===== src/core/assp_pkg.sv =====
// Shared constants for the attenuator serial shift port
package assp_pkg;
  // Frame layout
  localparam int          FRAME_BITS   = 16;
  localparam int          BYTE_BITS    = 8;
  localparam int          ADDR_MSB     = 15;
  localparam int          ADDR_LSB     = 8;
  localparam int          CODE_MSB     = 7;
  localparam int          CODE_LSB     = 0;
  localparam int          NUM_CH       = 3;
  // Channel address codes
  localparam logic [7:0]  ADDR_CH1     = 8'h00;
  localparam logic [7:0]  ADDR_CH2     = 8'h01;
  localparam logic [7:0]  ADDR_CH3     = 8'h02;
  // Attenuation code bands
  localparam logic [7:0]  CODE_FINE_MAX = 8'h1F;
  localparam logic [7:0]  CODE_MID_MIN  = 8'h20;
  localparam logic [7:0]  CODE_MID_MAX  = 8'h3F;
  localparam logic [7:0]  CODE_MUTE_MIN = 8'h4F;
  // Offsets for band arithmetic, in half-dB units
  localparam logic [9:0]  MID_OFFSET    = 10'h020;
  localparam logic [9:0]  COARSE_OFFSET = 10'h0A0;
  // Reset values
  localparam logic [7:0]  HALF_DB_RESET = 8'h00;
  localparam logic [15:0] SREG_RESET    = 16'h0000;
  // Buffering
  localparam int          FIFO_DEPTH    = 16;
  localparam int          FIFO_AW       = 4;
endpackage


===== src/core/assp_port.sv =====
// Serial shift port: pin sampling, shift chain, frame buffer, channel decode
//
// Function
// - Capture data bit on each serial clock rise.
// - Shift only while active-low frame enable low.
// - Latch received word, update selected channel attenuation.
// - Far-end bit leaves on serial output each shift.
// - Addresses 0,1,2 select channels; others ignored.
// - Half, one, two dB step bands.
// - Mute at power-up and codes 4F upward.
`timescale 1ns/10ps
`default_nettype none
module assp_port (
  // Clock, reset, enable
  input  wire logic        core_clk,
  input  wire logic        nrst,
  input  wire logic        clk_en,
  // Serial pins from the host or upstream device
  input  wire logic        ser_clk,
  input  wire logic        frame_n,
  input  wire logic        ser_din,
  // Serial output to the next device in the chain
  output logic             ser_dout,
  // Frame buffer has room for a command
  output logic             frame_ready,
  // Attenuator ladder accepts a new setting
  input  wire logic        upd_ready,
  // Per-channel settings in half-dB units, plus mute
  output logic [2:0][7:0]  ch_half_db,
  output logic [2:0]       ch_mute
);
  logic [2:0]  clk_sync;   // Serial clock synchroniser
  logic [2:0]  frm_sync;   // Frame enable synchroniser
  logic [2:0]  din_sync;   // Data synchroniser
  logic        clk_rise;   // Qualified serial clock edge
  logic        frm_rise;   // Frame close
  logic        frm_low;    // Frame open
  logic        shift;      // Take one bit this cycle
  logic [15:0] sreg;       // Shift chain
  logic        fifo_ready; // Room in buffer
  logic        cmd_valid;  // Buffered command ready
  logic [15:0] cmd_word;   // Buffered command
  logic        apply;      // Command applied this cycle
  logic [7:0]  cmd_addr;   // Address byte
  logic [7:0]  cmd_code;   // Code byte

  ////////////////////////////////////////////////////////////////////////////
  // Code to half-dB mapping; used by the update path only
  function automatic logic [7:0] code_to_half_db(input logic [7:0] code);
    logic [9:0] wide;
    wide = {2'b00, code};
    if (code <= assp_pkg::CODE_FINE_MAX) begin
      code_to_half_db = code;
    end else if (code <= assp_pkg::CODE_MID_MAX) begin
      wide = (wide << 1) - assp_pkg::MID_OFFSET;
      code_to_half_db = wide[7:0];
    end else begin
      wide = (wide << 2) - assp_pkg::COARSE_OFFSET;
      code_to_half_db = wide[7:0];
    end
  endfunction

  // Address to channel index, NUM_CH when unknown
  function automatic logic [1:0] addr_to_ch(input logic [7:0] addr);
    case (addr)
      assp_pkg::ADDR_CH1: addr_to_ch = 2'd0;
      assp_pkg::ADDR_CH2: addr_to_ch = 2'd1;
      assp_pkg::ADDR_CH3: addr_to_ch = 2'd2;
      default:            addr_to_ch = 2'(assp_pkg::NUM_CH);
    endcase
  endfunction

  ////////////////////////////////////////////////////////////////////////////
  // Three-flop synchronisers; edges judged on stages two and three only
  // Pin levels must last one core cycle or an edge is lost
  always_ff @(posedge core_clk or negedge nrst) begin
    if (!nrst) begin
      clk_sync <= '0;
      frm_sync <= '1; // Idle high so no frame close at release
      din_sync <= '0;
    end else if (clk_en) begin
      clk_sync <= {clk_sync[1:0], ser_clk};
      frm_sync <= {frm_sync[1:0], frame_n};
      din_sync <= {din_sync[1:0], ser_din};
    end
  end

  // Edge detection; data stage three lines up with clock stage
  assign clk_rise = clk_sync[1] && !clk_sync[2];
  assign frm_rise = frm_sync[1] && !frm_sync[2];
  assign frm_low  = !frm_sync[2];
  // Clock edges while frame enable is high are dropped
  assign shift    = clk_en && clk_rise && frm_low;

  ////////////////////////////////////////////////////////////////////////////
  // Shift chain, MSB arrives first and ends at the top
  always_ff @(posedge core_clk or negedge nrst) begin
    if (!nrst) begin
      sreg <= assp_pkg::SREG_RESET;
    end else if (shift) begin
      sreg <= {sreg[assp_pkg::FRAME_BITS-2:0], din_sync[2]};
    end
  end

  // Far end drives the chain output; changes a few cycles after the
  // serial edge, so the next device still samples the old bit
  assign ser_dout = sreg[assp_pkg::FRAME_BITS-1];

  ////////////////////////////////////////////////////////////////////////////
  // Frame close pushes the last sixteen bits; a full buffer drops the
  // frame, so the host should watch frame_ready between frames
  assp_fifo #(
    .WIDTH (assp_pkg::FRAME_BITS),
    .DEPTH (assp_pkg::FIFO_DEPTH),
    .AW    (assp_pkg::FIFO_AW)
  ) u_fifo (
    .core_clk  (core_clk),
    .nrst      (nrst),
    .clk_en    (clk_en),
    .in_valid  (frm_rise),
    .in_ready  (fifo_ready),
    .in_data   (sreg),
    .out_valid (cmd_valid),
    .out_ready (upd_ready),
    .out_data  (cmd_word)
  );
  assign frame_ready = fifo_ready;

  // Command fields
  assign cmd_addr = cmd_word[assp_pkg::ADDR_MSB:assp_pkg::ADDR_LSB];
  assign cmd_code = cmd_word[assp_pkg::CODE_MSB:assp_pkg::CODE_LSB];
  assign apply    = clk_en && cmd_valid && upd_ready;

  ////////////////////////////////////////////////////////////////////////////
  // Channel settings; muted from power-up until a valid command
  // One command touches one channel; the others keep their setting
  always_ff @(posedge core_clk or negedge nrst) begin
    if (!nrst) begin
      ch_half_db <= {assp_pkg::NUM_CH{assp_pkg::HALF_DB_RESET}};
      ch_mute    <= '1;
    end else if (apply) begin
      for (int i = 0; i < assp_pkg::NUM_CH; i++) begin
        // Unknown address matches no index and changes nothing
        if (addr_to_ch(cmd_addr) == i[1:0]) begin
          ch_mute[i] <= (cmd_code >= assp_pkg::CODE_MUTE_MIN);
          // Level held while muted so unmute is a plain new command
          if (cmd_code < assp_pkg::CODE_MUTE_MIN) begin
            ch_half_db[i] <= code_to_half_db(cmd_code);
          end
        end
      end
    end
  end
endmodule
`default_nettype wire


===== src/core/assp_fifo.sv =====
// Frame buffer between the serial shifter and the channel update logic
`timescale 1ns/10ps
`default_nettype none
module assp_fifo #(
  parameter int WIDTH = 16,
  parameter int DEPTH = 16,
  parameter int AW    = 4
) (
  // Clock and reset
  input  wire logic             core_clk,
  input  wire logic             nrst,
  input  wire logic             clk_en,
  // Fill side
  input  wire logic             in_valid,
  output logic                  in_ready,
  input  wire logic [WIDTH-1:0] in_data,
  // Drain side
  output logic                  out_valid,
  input  wire logic             out_ready,
  output logic [WIDTH-1:0]      out_data
);
  logic [WIDTH-1:0] mem [DEPTH]; // Flop storage
  logic [AW:0]      wr_ptr;      // Extra bit tells full from empty
  logic [AW:0]      rd_ptr;      // Read pointer
  logic             push;        // Accepted write
  logic             pop;         // Accepted read

  ////////////////////////////////////////////////////////////////////////////
  // Status, honest full and empty from the pointers
  assign in_ready  = (wr_ptr[AW-1:0] != rd_ptr[AW-1:0]) || (wr_ptr[AW] == rd_ptr[AW]);
  assign out_valid = (wr_ptr != rd_ptr);
  assign push      = clk_en && in_valid && in_ready;
  assign pop       = clk_en && out_valid && out_ready;
  assign out_data  = mem[rd_ptr[AW-1:0]];

  ////////////////////////////////////////////////////////////////////////////
  // Storage write, no reset needed on data
  always_ff @(posedge core_clk) begin
    if (push) begin
      mem[wr_ptr[AW-1:0]] <= in_data;
    end
  end

  // Write pointer
  always_ff @(posedge core_clk or negedge nrst) begin
    if (!nrst) begin
      wr_ptr <= '0;
    end else if (push) begin
      wr_ptr <= wr_ptr + 1'b1;
    end
  end

  // Read pointer
  always_ff @(posedge core_clk or negedge nrst) begin
    if (!nrst) begin
      rd_ptr <= '0;
    end else if (pop) begin
      rd_ptr <= rd_ptr + 1'b1;
    end
  end
endmodule
`default_nettype wire


===== config.mk =====
export PLATFORM = sky130hd
export DESIGN_NAME = assp_port
export DESIGN_NICKNAME = d
export VERILOG_FILES = /design/src/core/assp_pkg.sv /design/src/core/assp_port.sv /design/src/core/assp_fifo.sv
export SDC_FILE = /design/constraint.sdc
export NUM_CORES = 1
export LEC_CHECK = 0
export ABC_AREA = 1
export BUFFER_PORTS_ARGS = -buffer_cell sky130_fd_sc_hd__buf_2
export CORE_ASPECT_RATIO = 1.4
export CORE_MARGIN = 1.5
export CORE_UTILIZATION = 55
export DETAILED_ROUTE_END_ITERATION = 8
export HOLD_SLACK_MARGIN = 0.12
export PLACE_DENSITY = 0.74
export SYNTH_ARGS = -nofsm -noshare
export SYNTH_HDL_FRONTEND = slang
export SYNTH_HIERARCHICAL = 1
export SYNTH_SLANG_ARGS = --single-unit

===== constraint.sdc =====
create_clock -name core_clk -period 2.6 [get_ports core_clk]
set_input_delay 0.52 -clock core_clk [delete_from_list [all_inputs] [get_ports core_clk]]
set_output_delay 0.52 -clock core_clk [all_outputs]
set_load 0.005 [all_outputs]

==> out/summary.json, run 1 <==
{
  "detailroute.via_count": {"value": 9589},
  "final_cell_count_no_fill": {"value": 1614},
  "worstPathArrival": {"value": 3000, "unit": "ps"},
  "crit_type": {"value": "reg2reg"},
  "ant_nets": {"value": 0},
  "num_antenna_cells": {"value": 0},
  "yosysWarnings": {"value": 6},
  "highest-signal-layer": {"value": "met4"},
  "dpl_cell_area": {"value": 14400, "unit": "um^2"},
  "worst_hold_slack": {"value": 179, "unit": "ps"},
  "first_global_vias": {"value": 9129},
  "setup-violations-final": {"value": 0},
  "antenna_found_initial": {"value": 0},
  "footprint_of_the_multi_input_gates": {"value": 3880, "unit": "um^2"},
  "kind_of_launch_point_of_the_worst_setup_path": {"value": "flip-flop"},
  "initial_core_util": {"value": 55.8, "unit": "%"},
  "dr_wl_met2": {"value": 17.6, "unit": "mm"},
  "report.final.slew_viol_count": {"value": 0},
  "syn_avg_cell_area": {"value": 11.2, "unit": "um^2"},
  "drtPass1Iterations": {"value": 5},
  "pwr_density_cell": {"value": 1190, "unit": "nW/um^2"},
  "kind_of_cell_adding_the_most_delay_to_the_critical_path": {"value": "simple AND/OR/NAND/NOR gates"},
  "finalClockSkew": {"value": 14.7, "unit": "ps"},
  "clock_path_buffers": {"value": 3},
  "drv.max_cap_violation_count": {"value": 0},
  "clock_tree.root_cell": {"value": "sky130_fd_sc_hd__clkbuf_16"},
  "h-tree-depth": {"value": 1},
  "synth.net_count": {"value": 1202},
  "p_leak": {"value": 6.16, "unit": "nW"},
  "tritoncts.num_buffers": {"value": 30},
  "max-vdd-ir-drop": {"value": 760, "unit": "uV"},
  "routed_wirelength": {"value": 34.5, "unit": "mm"},
  "detail_route.vias_per_cell": {"value": 5.94},
  "setup.worst_path.end_class": {"value": "flip-flop"},
  "required": {"value": 3040, "unit": "ps"},
  "ys_types": {"value": 31},
  "finalHoldViolCount": {"value": 0},
  "cp.buffers_inverters": {"value": 4},
  "chipHeight": {"value": 187, "unit": "um"},
  "portBuffers": {"value": 35},
  "drt_first_iter_violations": {"value": 1292},
  "post_synth_design_cell_area": {"value": 13300, "unit": "um^2"},
  "grt_overflow": {"value": 0},
  "io_pins": {"value": 36},
  "clkTransAtPathRegs": {"value": 60, "unit": "ps"},
  "gpl.final_weighted_congestion": {"value": 0.867},
  "timing.critical_path.slowest_cell_delay": {"value": 500, "unit": "ps"},
  "final_core_util": {"value": 67.2, "unit": "%"},
  "core_region_area": {"value": 23800, "unit": "um^2"},
  "globalRouteTotalUtil": {"value": 26.1, "unit": "%"},
  "synth_sequential_area_ratio": {"value": 69.6, "unit": "%"},
  "die_x": {"value": 134, "unit": "um"},
  "share_of_final_layout_standard_cells_stronger_than_drive_strength_1": {"value": 20.2, "unit": "%"},
  "worst_skew_pair.late_latency": {"value": 560, "unit": "ps"},
  "areaGrowthSynthToFinish": {"value": 20.4, "unit": "%"},
  "cts.sinks": {"value": 318},
  "placementRows": {"value": 67},
  "dieArea": {"value": 25100, "unit": "um^2"},
  "layout_worst_path_cycle_share": {"value": 98.4, "unit": "%"},
  "post_drt_wl_per_cell": {"value": 21.4, "unit": "um"},
  "sequential_cell_area": {"value": 9250, "unit": "um^2"},
  "wl_met3": {"value": 2.90, "unit": "mm"},
  "critPathSlowestCell": {"value": "sky130_fd_sc_hd__dfrtp_4"},
  "drc_errors": {"value": 0},
  "tritoncts": {"value": "done"},
  "post-route-min-period": {"value": 2560, "unit": "ps"},
  "worst_pin_slew": {"value": 607, "unit": "ps"},
  "cp_common_cell": {"value": "sky130_fd_sc_hd__nand3_1"},
  "path_cells": {"value": "buf_6 -> clkbuf_16 -> buf_6 -> nor2_1 -> nor2_1 -> o21ai_0 -> nand3_1 -> nand3_1 -> nand2_2 -> inv_1 -> ha_1 -> or2_2 -> nand3_1 -> nand2_2 -> nand2_1 -> nand2_1"},
  "synth_cells": {"value": 1186},
  "slew-limit-headroom": {"value": 59.5, "unit": "%"},
  "synth.ff_latch_count": {"value": 318},
  "grt_pass1_wl": {"value": 50.1, "unit": "mm"},
  "worst_hold_path_type": {"value": "in2reg"},
  "numPlacedInstances": {"value": 1536},
  "status": {"value": "completed"},
  "critical_path_fanouts_max": {"value": 12},
  "fillers": {"value": 1652},
  "layout.cell_area.non_filler": {"value": 16000, "unit": "um^2"},
  "regToRegSetupSlack": {"value": 40, "unit": "ps"},
  "nNetsFinal": {"value": 1296},
  "grt_start_max_net_pins": {"value": 49},
  "max_clock_freq": {"value": 391, "unit": "MHz"},
  "hpwl_after_dpl": {"value": 19.3, "unit": "mm"},
  "wl_met1": {"value": 12.1, "unit": "mm"}
}
-- placed cells by master, fill, tap and decap left out, types with 2 or more instances in the layout --
cell / n
sky130_fd_sc_hd__a21oi_1: 10
sky130_fd_sc_hd__clkbuf_16: 39
sky130_fd_sc_hd__inv_1: 26
sky130_fd_sc_hd__buf_12: 22
sky130_fd_sc_hd__inv_4: 2
sky130_fd_sc_hd__clkinv_2: 3
sky130_fd_sc_hd__buf_4: 44
sky130_fd_sc_hd__buf_2: 35
sky130_fd_sc_hd__nand2_4: 7
sky130_fd_sc_hd__o21ai_1: 8
sky130_fd_sc_hd__nand2_1: 165
sky130_fd_sc_hd__nand2_2: 15
sky130_fd_sc_hd__o211ai_1: 32
sky130_fd_sc_hd__nand3_1: 72
sky130_fd_sc_hd__clkbuf_1: 13
sky130_fd_sc_hd__nor2_2: 29
sky130_fd_sc_hd__dfstp_2: 6
sky130_fd_sc_hd__mux2_2: 2
sky130_fd_sc_hd__buf_16: 4
sky130_fd_sc_hd__nand4_1: 12
sky130_fd_sc_hd__o21ai_0: 135
sky130_fd_sc_hd__nand3_2: 7
sky130_fd_sc_hd__clkbuf_8: 4
sky130_fd_sc_hd__buf_6: 5
sky130_fd_sc_hd__dfrtp_1: 55
sky130_fd_sc_hd__xor2_1: 5
sky130_fd_sc_hd__nor2_4: 11
sky130_fd_sc_hd__nor2_1: 239
sky130_fd_sc_hd__xnor2_1: 2
sky130_fd_sc_hd__edfxtp_1: 256
sky130_fd_sc_hd__clkinv_1: 2
sky130_fd_sc_hd__ha_1: 7
sky130_fd_sc_hd__inv_2: 7
sky130_fd_sc_hd__inv_6: 3
sky130_fd_sc_hd__nand3_4: 3
-- cells by family (layout without fill, tap and decap cells) --
| logic type | count (synthesis) | count (layout) | synth area share, % |
|---|---|---|---|
| AOI/OAI and AO/OA | 188 | 188 | 7.73 |
| buffers and inverters | 99 | 215 | 3.14 |
| and+or+nand+nor | 563 | 565 | 18.1 |
| muxes | 2 | 2 | 0.169 |
| DFF | 318 | 318 | 69.6 |
| xor gates and xnor gates | 7 | 7 | 0.461 |
| adders and majority gates | 9 | 9 | 0.847 |
-- synth_stat cells, drive strengths merged --
master	instances	area [um^2]
nand3	82	450
nor3	1	10.0
clkbuf	31	116
mux2	2	22.5
inv	38	143
xnor2	2	17.5
a21boi	1	11.3
o21ai	144	721
nand4	12	75.1
nand2	188	748
xor2	5	43.8
nor2	278	1100
buf	30	158
dfstp	6	158
nand3b	1	7.51
edfxtp	256	7690
ha	9	113
o211ai	32	240
a21oi	11	55.1
dfrtp	56	1400
or2	1	6.26
-- through the flow --
stage / setup TNS (ps) / power [W] / worst slack (ps)
finish: 0 / 0.0191 / 40.7
global route: -917 / 0.0200 / -145
CTS: -4.86 / 0.0178 / -4.86
detailed placement: -289 / 0.0134 / -46.8
global placement: 0 / 0.0132 / 7.14
floorplan: 0 / 0.0109 / 133
-- layer usage --
metal | GRT usage, % | vias to the layer above
met5 | 0 | -
met1 | 32.4 | 4576
met2 | 45.2 | 567
li1 | - | 4305
met4 | 12.7 | 0
met3 | 2.93 | 141
-- repair_timing --
| item | in CTS | in global routing |
|---|---|---|
| endpoints found under the setup margin | 27 | 28 |
| setup buffers | 1 | 8 |
| endpoints found under the hold margin | 16 | 0 |
| gates cloned | 2 | 11 |
| hold buffers | 1 | 0 |
| pin swaps | 2 | 31 |
| gates resized for setup | 10 | 80 |
-- final cells by class --
type / instances / area share [%]
inverters: 38 / 1.02
clock buffers: 48 / 5.50
repair buffers: 121 / 8.56
well taps: 310 / 2.42
clock inverters: 8 / 0.438
flip-flops and latches: 318 / 57.8
multi-input cells: 771 / 24.3
-- where the power goes --
part	internal, W	total, W	leakage (nW)	switching [W]
Combinational	0.00290	0.00775	2.60	0.00485
Sequential	0.00645	0.00716	3.09	0.000707
Clock	0.00241	0.00421	0.464	0.00180
-- worst paths after layout --
check,startpoint,to,depth (start not counted)
setup / recovery,u_fifo/rd_ptr[0],ch_half_db[23],16
hold / removal,ser_din,din_sync[0],3
setup reg to reg,u_fifo/rd_ptr[0],ch_half_db[23],16
hold reg to reg,ch_half_db[0],ch_half_db[0],2
max in group asynchronous,nrst,ch_mute[2],3
min in group asynchronous,nrst,ch_half_db[1],2
-- worst reg2reg max path, delay by kind of cell, from the launching register on --
kind | cells | cell delay (ps)
adders and majority gates | 1 | 210
and+or+nand+nor | 10 | 1110
DFF | 1 | 500
AOI/OAI and AO/OA | 1 | 110
buffers and inverters | 4 | 520
-- state kept, by name, indices dropped and copies added, names as in the netlist --
name / count
u_fifo/rd_ptr: 5
ch_mute: 3
sreg: 16
din_sync: 3
clk_sync: 3
u_fifo/mem: 256
ch_half_db: 24
frm_sync: 3
u_fifo/wr_ptr: 5
Power figures use the tool's default switching activity.
==> run 2, diff against run 1 <==
GPL_TIMING_DRIVEN = 0   (was default)
==> run 2 against run 1 <==
Net effect: the run now ends with negative setup slack left; final area is essentially flat; clock power hardly changed; sequential power increased by 2.8%; sequential share of layout area about the same.
==> out/summary.json, run 2 (synthesized netlist as in run 1, its figures left out) <==
{
  "grt_setup_unrepaired": {"value": "yes"},
  "worstPathArrival": {"value": 3100, "unit": "ps", "change": "+100 ps"},
  "critical_path_fanouts_max": {"value": 10, "change": "-2"},
  "tritoncts.num_buffers": {"value": 28, "change": "-6.7%"},
  "chipHeight": {"value": 187, "unit": "um", "change": "unchanged"},
  "crit_type": {"value": "reg2reg"},
  "max-vdd-ir-drop": {"value": 899, "unit": "uV", "change": "+18%"},
  "grtUsageMet1": {"value": 32.8, "unit": "%", "change": "+0.31 points"},
  "slew-limit-headroom": {"value": 44.0, "unit": "%", "change": "-15 points"},
  "tritoncts": {"value": "done"},
  "detailroute.via_count": {"value": 9633, "change": "+0.46%"},
  "pwr_density_cell": {"value": 1220, "unit": "nW/um^2", "change": "+2.5%"},
  "setup.worst_path.end_class": {"value": "flip-flop"},
  "post_drt_wl_per_cell": {"value": 22.7, "unit": "um", "change": "+6.5%"},
  "p_leak": {"value": 6.11, "unit": "nW", "change": "-0.83%"},
  "final.setup.worst_slack": {"value": -45.4, "unit": "ps", "change": "-86.1 ps"},
  "final_core_util": {"value": 67.2, "unit": "%", "change": "about the same"},
  "failing_checks": {"value": "negative setup slack"},
  "clkTransAtPathRegs": {"value": 70, "unit": "ps", "change": "about the same"},
  "required": {"value": 3060, "unit": "ps", "change": "+20 ps"},
  "placementRows": {"value": 67, "change": "unchanged"},
  "areaGrowthSynthToFinish": {"value": 20.5, "unit": "%", "change": "about the same"},
  "dieArea": {"value": 25100, "unit": "um^2", "change": "unchanged"},
  "drtPass1Iterations": {"value": 5, "change": "unchanged"},
  "initial_core_util": {"value": 55.8, "unit": "%", "change": "unchanged"},
  "ant_nets": {"value": 0, "change": "unchanged"},
  "numPlacedInstances": {"value": 1542, "change": "+0.39%"},
  "detail_route.vias_per_cell": {"value": 5.96, "change": "+0.33%"},
  "worst_skew_pair.late_latency": {"value": 570, "unit": "ps", "change": "about the same"},
  "die_x": {"value": 134, "unit": "um", "change": "unchanged"},
  "pre_cts_slack": {"value": -883, "unit": "ps", "change": "-836 ps"},
  "grt_overflow": {"value": 0, "change": "unchanged"},
  "globalRouteTotalUtil": {"value": 28.8, "unit": "%", "change": "+2.7 points"},
  "core_region_area": {"value": 23800, "unit": "um^2", "change": "unchanged"},
  "globalRouteMet3Util": {"value": 4.09, "unit": "%", "change": "+1.2 points"},
  "nNetsFinal": {"value": 1300, "change": "+0.31%"},
  "first_global_vias": {"value": 9504, "change": "+4.1%"},
  "h-tree-depth": {"value": 1, "change": "unchanged"},
  "drc_errors": {"value": 0, "change": "unchanged"},
  "portBuffers": {"value": 35, "change": "unchanged"},
  "kind_of_launch_point_of_the_worst_setup_path": {"value": "flip-flop"},
  "grt_pass1_wl": {"value": 53.6, "unit": "mm", "change": "+7.0%"},
  "grt_start_max_net_pins": {"value": 63, "change": "+29%"},
  "final_cell_count_no_fill": {"value": 1616, "change": "+0.12%"},
  "post-route-min-period": {"value": 2650, "unit": "ps", "change": "+86.1 ps"},
  "layout.cells.most_common": {"value": "sky130_fd_sc_hd__edfxtp_1"},
  "final_cell_mix": {"value": "sky130_fd_sc_hd__edfxtp_1, sky130_fd_sc_hd__nor2_1, sky130_fd_sc_hd__nand2_1"},
  "cts.sinks": {"value": 318, "change": "unchanged"},
  "setup-violations-final": {"value": 16, "change": "+16"},
  "clock_tree.root_cell": {"value": "sky130_fd_sc_hd__clkbuf_16"},
  "io_pins": {"value": 36, "change": "unchanged"},
  "finalHoldViolCount": {"value": 0, "change": "unchanged"},
  "drv.max_cap_violation_count": {"value": 0, "change": "unchanged"},
  "antenna_found_initial": {"value": 0, "change": "unchanged"},
  "grt_use_met2": {"value": 51.6, "unit": "%", "change": "+6.3 points"},
  "clock_path_buffers": {"value": 3, "change": "unchanged"},
  "top_usage_layer": {"value": "met2"},
  "num_antenna_cells": {"value": 0, "change": "unchanged"},
  "max_reg_flops": {"value": 256, "change": "unchanged"},
  "gpl.final_weighted_congestion": {"value": 0.905, "change": "+4.3%"},
  "report.final.slew_viol_count": {"value": 0, "change": "unchanged"},
  "max_clock_freq": {"value": 378, "unit": "MHz", "change": "-3.3%"},
  "worst_pin_slew": {"value": 839, "unit": "ps", "change": "+232 ps"},
  "routed_wirelength": {"value": 36.8, "unit": "mm", "change": "+6.6%"},
  "finalClockSkew": {"value": 43.5, "unit": "ps", "change": "+28.8 ps"},
  "hpwl_after_dpl": {"value": 23.7, "unit": "mm", "change": "+23%"},
  "worst_hold_path_type": {"value": "in2reg"},
  "layout_worst_path_cycle_share": {"value": 102, "unit": "%", "change": "+3.3 points"},
  "drt_first_iter_violations": {"value": 972, "change": "-25%"},
  "share_of_final_layout_standard_cells_stronger_than_drive_strength_1": {"value": 23.6, "unit": "%", "change": "+3.4 points"},
  "status": {"value": "finished, violations left"}
}
[run 2: cell count changes in the layout (fill, tap and decap cells not counted), moves of 16 or more]
cell	change
sky130_fd_sc_hd__buf_12	-19
sky130_fd_sc_hd__buf_4	-19
sky130_fd_sc_hd__nand2_1	-17
sky130_fd_sc_hd__nand3_1	-17
sky130_fd_sc_hd__nand3_2	+17
sky130_fd_sc_hd__o21ai_0	-16
[run 2: metrics by stage]
stage / setup TNS (ps) / hold WS, ps / cell area, um^2 / total power [W]
after global placement: -162960 / 451 / 13900 / 0.0131
after global routing: -2040 / 198 / 16000 / 0.0204
final: -486 / 170 / 16000 / 0.0196
after detailed placement: -24460 / 455 / 14100 / 0.0133
after floorplan: 0 / 224 / 13300 / 0.0109
after CTS: -357 / 170 / 15500 / 0.0184
[run 2: power breakdown]
part	switching (W)	internal [W]
clock network	0.00181	0.00239
registers	0.000911	0.00645
logic	0.00532	0.00272
total	0.00805	0.0116
[run 2: worst max-delay path, cell delays in order (launching register included)]
cell and delay [ps]:
sky130_fd_sc_hd__dfrtp_2 490, sky130_fd_sc_hd__clkinv_4 140, sky130_fd_sc_hd__buf_12 180, sky130_fd_sc_hd__buf_6 140, sky130_fd_sc_hd__nor2_2 100, sky130_fd_sc_hd__nor2_1 50
sky130_fd_sc_hd__o21ai_0 110, sky130_fd_sc_hd__nand3_1 180, sky130_fd_sc_hd__nand3_2 180, sky130_fd_sc_hd__nand2_1 90, sky130_fd_sc_hd__nor2_2 160, sky130_fd_sc_hd__nand2_4 100
sky130_fd_sc_hd__nor2_4 190, sky130_fd_sc_hd__nand2_4 120, sky130_fd_sc_hd__inv_4 100, sky130_fd_sc_hd__nand2_8 80, sky130_fd_sc_hd__nand2_2 70, sky130_fd_sc_hd__nand2_1 50
[run 2: repair_timing]
| item | CTS | global route |
|---|---|---|
| hold buffers | 0 | 1 |
| pin swaps | 11 | 44 |
| setup buffers | 11 | 6 |
| hold endpoints to repair | 0 | 25 |
| resized for setup | 114 | 138 |
| gates cloned | 2 | 4 |
| setup endpoints to repair | 115 | 94 |
[run 2: area by class of cell]
type | count | area [um^2]
timing repair buffer | 67 | 587
buffer | 60 | 517
multi-input combinational | 771 | 4150
clock buffer | 37 | 807
tap | 310 | 388
inverter | 38 | 178
sequential | 318 | 9250
fill | 1616 | 7800
clock inverter | 15 | 135
[run 2: final timing paths]
kind | start | end | slack (ps) | cells after the start
min | ser_clk | clk_sync[0] | 170 | 3
max reg2reg | u_fifo/rd_ptr[0] | ch_half_db[11] | -50 | 17
min reg2reg | ch_half_db[0] | ch_half_db[0] | 480 | 2
min in group asynchronous | nrst | ch_half_db[2] | 580 | 2
max in group asynchronous | nrst | sreg[4] | 1430 | 2
max | u_fifo/rd_ptr[0] | ch_half_db[11] | -50 | 17
[run 2: metal layers]
layer / wire, um / part of all wire (%) / vias up
li1: - / - / 4298
met1: 12600 / 34 / 4703
met2: 19400 / 53 / 518
met3: 2740 / 7.5 / 114
met4: 2020 / 5.5 / 0
met5: 0 / 0 / -
==> run 3, diff against run 2 <==
CTS_BUF_LIST = sky130_fd_sc_hd__clkbuf_16   (was default)
==> run 3 against run 2 <==
Net effect: the run still ends with negative setup slack left; core utilization down 1.9 points; global-route usage about the same; via count down 2.0%; critical endpoint is now ch_half_db[21]; largest cell class unchanged; largest power group is now sequential cells.
==> out/summary.json, run 3 (synthesized netlist as in run 1, its figures left out) <==
{
  "status": {"value": "finished, violations left"},
  "failing_checks": {"value": "negative setup slack"},
  "report.final.slew_viol_count": {"value": 0, "change": "unchanged"},
  "hpwl_after_dpl": {"value": 23.7, "unit": "mm", "change": "unchanged"},
  "finalClockSkew": {"value": 40.4, "unit": "ps", "change": "-3.14 ps"},
  "critPathSlowestCell": {"value": "sky130_fd_sc_hd__dfrtp_2"},
  "power.combinational.fraction": {"value": 38.3, "unit": "%", "change": "-2.7 points"},
  "drv.max_cap_violation_count": {"value": 0, "change": "unchanged"},
  "pre_cts_slack": {"value": -883, "unit": "ps", "change": "unchanged"},
  "globalRouteTotalUtil": {"value": 28.8, "unit": "%", "change": "-0.050 points"},
  "h-tree-depth": {"value": 1, "change": "unchanged"},
  "footprint_of_the_multi_input_gates": {"value": 3850, "unit": "um^2", "change": "-7.1%"},
  "grt_overflow": {"value": 0, "change": "unchanged"},
  "layout_worst_path_cycle_share": {"value": 102, "unit": "%", "change": "+0.39 points"},
  "max_reg_flops": {"value": 256, "change": "unchanged"},
  "dieArea": {"value": 25100, "unit": "um^2", "change": "unchanged"},
  "final_cell_mix": {"value": "sky130_fd_sc_hd__edfxtp_1, sky130_fd_sc_hd__nor2_1, sky130_fd_sc_hd__nand2_1"},
  "fillers": {"value": 1693, "change": "+4.8%"},
  "p_switching": {"value": 0.00747, "unit": "W", "change": "-7.2%"},
  "first_global_vias": {"value": 9498, "change": "-0.063%"},
  "share_of_final_layout_standard_cells_stronger_than_drive_strength_1": {"value": 18.9, "unit": "%", "change": "-4.7 points"},
  "portBuffers": {"value": 35, "change": "unchanged"},
  "slew-limit-headroom": {"value": 43.6, "unit": "%", "change": "-0.47 points"},
  "required": {"value": 3050, "unit": "ps", "change": "about the same"},
  "gpl.final_weighted_congestion": {"value": 0.905, "change": "unchanged"},
  "worst_pin_slew": {"value": 847, "unit": "ps", "change": "+7.06 ps"},
  "nNetsFinal": {"value": 1292, "change": "-0.62%"},
  "routed_wirelength": {"value": 35.5, "unit": "mm", "change": "-3.3%"},
  "setup.worst_path.end_class": {"value": "flip-flop"},
  "timing.critical_path.slowest_cell_delay": {"value": 490, "unit": "ps", "change": "about the same"},
  "dpl_cell_area": {"value": 14100, "unit": "um^2", "change": "unchanged"},
  "clockPowerShare": {"value": 22.0, "unit": "%", "change": "+0.6 points"},
  "grt_start_max_net_pins": {"value": 63, "change": "unchanged"},
  "detail_route.vias_per_cell": {"value": 5.87, "change": "-1.6%"},
  "finalHoldViolCount": {"value": 0, "change": "unchanged"},
  "clkTransAtPathRegs": {"value": 70, "unit": "ps", "change": "about the same"},
  "layout.cells.most_common": {"value": "sky130_fd_sc_hd__edfxtp_1"},
  "p_leak": {"value": 5.94, "unit": "nW", "change": "-2.8%"},
  "max_clock_freq": {"value": 377, "unit": "MHz", "change": "-0.38%"},
  "cts.sinks": {"value": 318, "change": "unchanged"},
  "chipHeight": {"value": 187, "unit": "um", "change": "unchanged"},
  "pwr_density_cell": {"value": 1190, "unit": "nW/um^2", "change": "-2.7%"},
  "kind_of_launch_point_of_the_worst_setup_path": {"value": "flip-flop"},
  "cp.buffers_inverters": {"value": 5, "change": "+1"},
  "setup-violations-final": {"value": 18, "change": "+2"},
  "worstPathArrival": {"value": 3100, "unit": "ps", "change": "about the same"},
  "post_drt_wl_per_cell": {"value": 22.1, "unit": "um", "change": "-2.8%"},
  "final.setup.worst_slack": {"value": -55.5, "unit": "ps", "change": "-10.1 ps"},
  "post-route-min-period": {"value": 2660, "unit": "ps", "change": "+10.1 ps"},
  "internal_power": {"value": 0.0111, "unit": "W", "change": "-4.3%"},
  "clock_tree.root_cell": {"value": "sky130_fd_sc_hd__clkbuf_16"},
  "grt_setup_unrepaired": {"value": "yes"},
  "path_cells": {"value": "inv_4 -> buf_12 -> buf_8 -> nor2_1 -> nor2_1 -> o21ai_0 -> nand3_1 -> nand3_2 -> nand2_2 -> inv_4 -> ha_1 -> nand2_1 -> nor2_1 -> nand2_2 -> nand2_8 -> inv_8 -> nand2_4 -> nand2_1 -> nand2_1"},
  "max-vdd-ir-drop": {"value": 879, "unit": "uV", "change": "-2.2%"},
  "clock_path_buffers": {"value": 3, "change": "unchanged"},
  "drtPass1Iterations": {"value": 5, "change": "unchanged"},
  "areaGrowthSynthToFinish": {"value": 17.0, "unit": "%"},
  "swShare": {"value": 40.3, "unit": "%", "change": "-0.75 points"},
  "tritoncts": {"value": "done"},
  "kind_of_cell_adding_the_most_delay_to_the_critical_path": {"value": "simple AND/OR/NAND/NOR gates"},
  "total_power": {"value": 0.0185, "unit": "W", "change": "-5.5%"},
  "core_region_area": {"value": 23800, "unit": "um^2", "change": "unchanged"},
  "detailroute.via_count": {"value": 9436, "change": "-2.0%"},
  "ant_nets": {"value": 0, "change": "unchanged"},
  "grt_pass1_wl": {"value": 53.5, "unit": "mm", "change": "-0.13%"},
  "io_pins": {"value": 36, "change": "unchanged"},
  "drt_first_iter_violations": {"value": 936, "change": "-3.7%"},
  "drc_errors": {"value": 0, "change": "unchanged"},
  "worst_hold_path_type": {"value": "in2reg"},
  "antenna_found_initial": {"value": 0, "change": "unchanged"},
  "die_x": {"value": 134, "unit": "um", "change": "unchanged"},
  "crit_type": {"value": "reg2reg"},
  "placementRows": {"value": 67, "change": "unchanged"},
  "tritoncts.num_buffers": {"value": 28, "change": "unchanged"},
  "num_antenna_cells": {"value": 0, "change": "unchanged"},
  "initial_core_util": {"value": 55.8, "unit": "%", "change": "unchanged"},
  "layout.cell_area.non_filler": {"value": 15500, "unit": "um^2", "change": "-2.9%"},
  "worst_skew_pair.late_latency": {"value": 560, "unit": "ps", "change": "about the same"},
  "sequential_cell_area": {"value": 9250, "unit": "um^2", "change": "unchanged"},
  "power_frac_seq": {"value": 39.6, "unit": "%", "change": "+2.1 points"},
  "critical_path_fanouts_max": {"value": 9, "change": "-1"}
}
## run 3: cell types whose count changed in the layout (fill, tap and decap cells not counted), sizes merged
| cell | delta |
|---|---|
| buf | -11 |
| inv | +6 |
| nor2 | -1 |
| clkbuf | -3 |
| clkinv | +1 |
## run 3: tightest hold or removal path, cell delays in order
cell	delay, ps
sky130_fd_sc_hd__buf_2	80
sky130_fd_sc_hd__nand2_1	40
sky130_fd_sc_hd__o21ai_0	60
## run 3: final cells by class
| class | count | area share (%) |
|---|---|---|
| sequential | 318 | 59.5 |
| tap | 310 | 2.50 |
| inverter | 38 | 1.03 |
| buffer | 60 | 3.11 |
| clock buffer | 30 | 4.83 |
| clock inverter | 22 | 1.04 |
| timing repair buffer | 60 | 3.21 |
| multi-input combinational | 770 | 24.8 |
## run 3: power by group through the flow
stage	sequential, W	clock, W	combinational, W
floorplan	0.00696	0	0.00394
global placement	0.00739	0	0.00572
detailed placement	0.00744	0	0.00589
CTS	0.00734	0.00412	0.00686
global route	0.00741	0.00431	0.00769
finish	0.00734	0.00408	0.00710
## run 3: path summary, 6_finish.rpt
path	from	endpoint	slack, ps	cells after the start
worst min register to register	ch_half_db[0]	ch_half_db[0]	470	2
worst max-delay path	u_fifo/rd_ptr[0]	ch_half_db[21]	-60	19
max in group asynchronous	nrst	sreg[4]	1420	2
worst min-delay path	ser_clk	clk_sync[0]	170	3
min in group asynchronous	nrst	ch_half_db[2]	580	2
worst max register to register	u_fifo/rd_ptr[0]	ch_half_db[21]	-60	19
## run 3: routing by layer
layer	GRT usage, %	routed length (um)	up-vias
met4	16.2	2180	0
met3	3.79	2860	120
met1	33.2	12200	4534
met2	51.2	18300	499
met5	0	0	-
li1	-	-	4283
## run 3: timing repair
action                     in CTS  in global routing
hold endpoints to repair        0                 25
setup buffers                  11                  1
hold buffers                    0                  1
pin swaps                       9                  5
setup endpoints to repair     115                 88
gates cloned                    3                  0
gates resized for setup       114                 24
## run 3: per-stage QoR
step,instances,hold WS [ps],setup TNS (ps),utilization [%]
floorplan,1186,224,0,-
global placement,1531,451,-162960,58.2
detailed placement,1542,455,-24460,59.1
CTS,1607,168,-317,64.9
global route,1608,197,-3620,65.3
finish,1608,174,-496,65.3
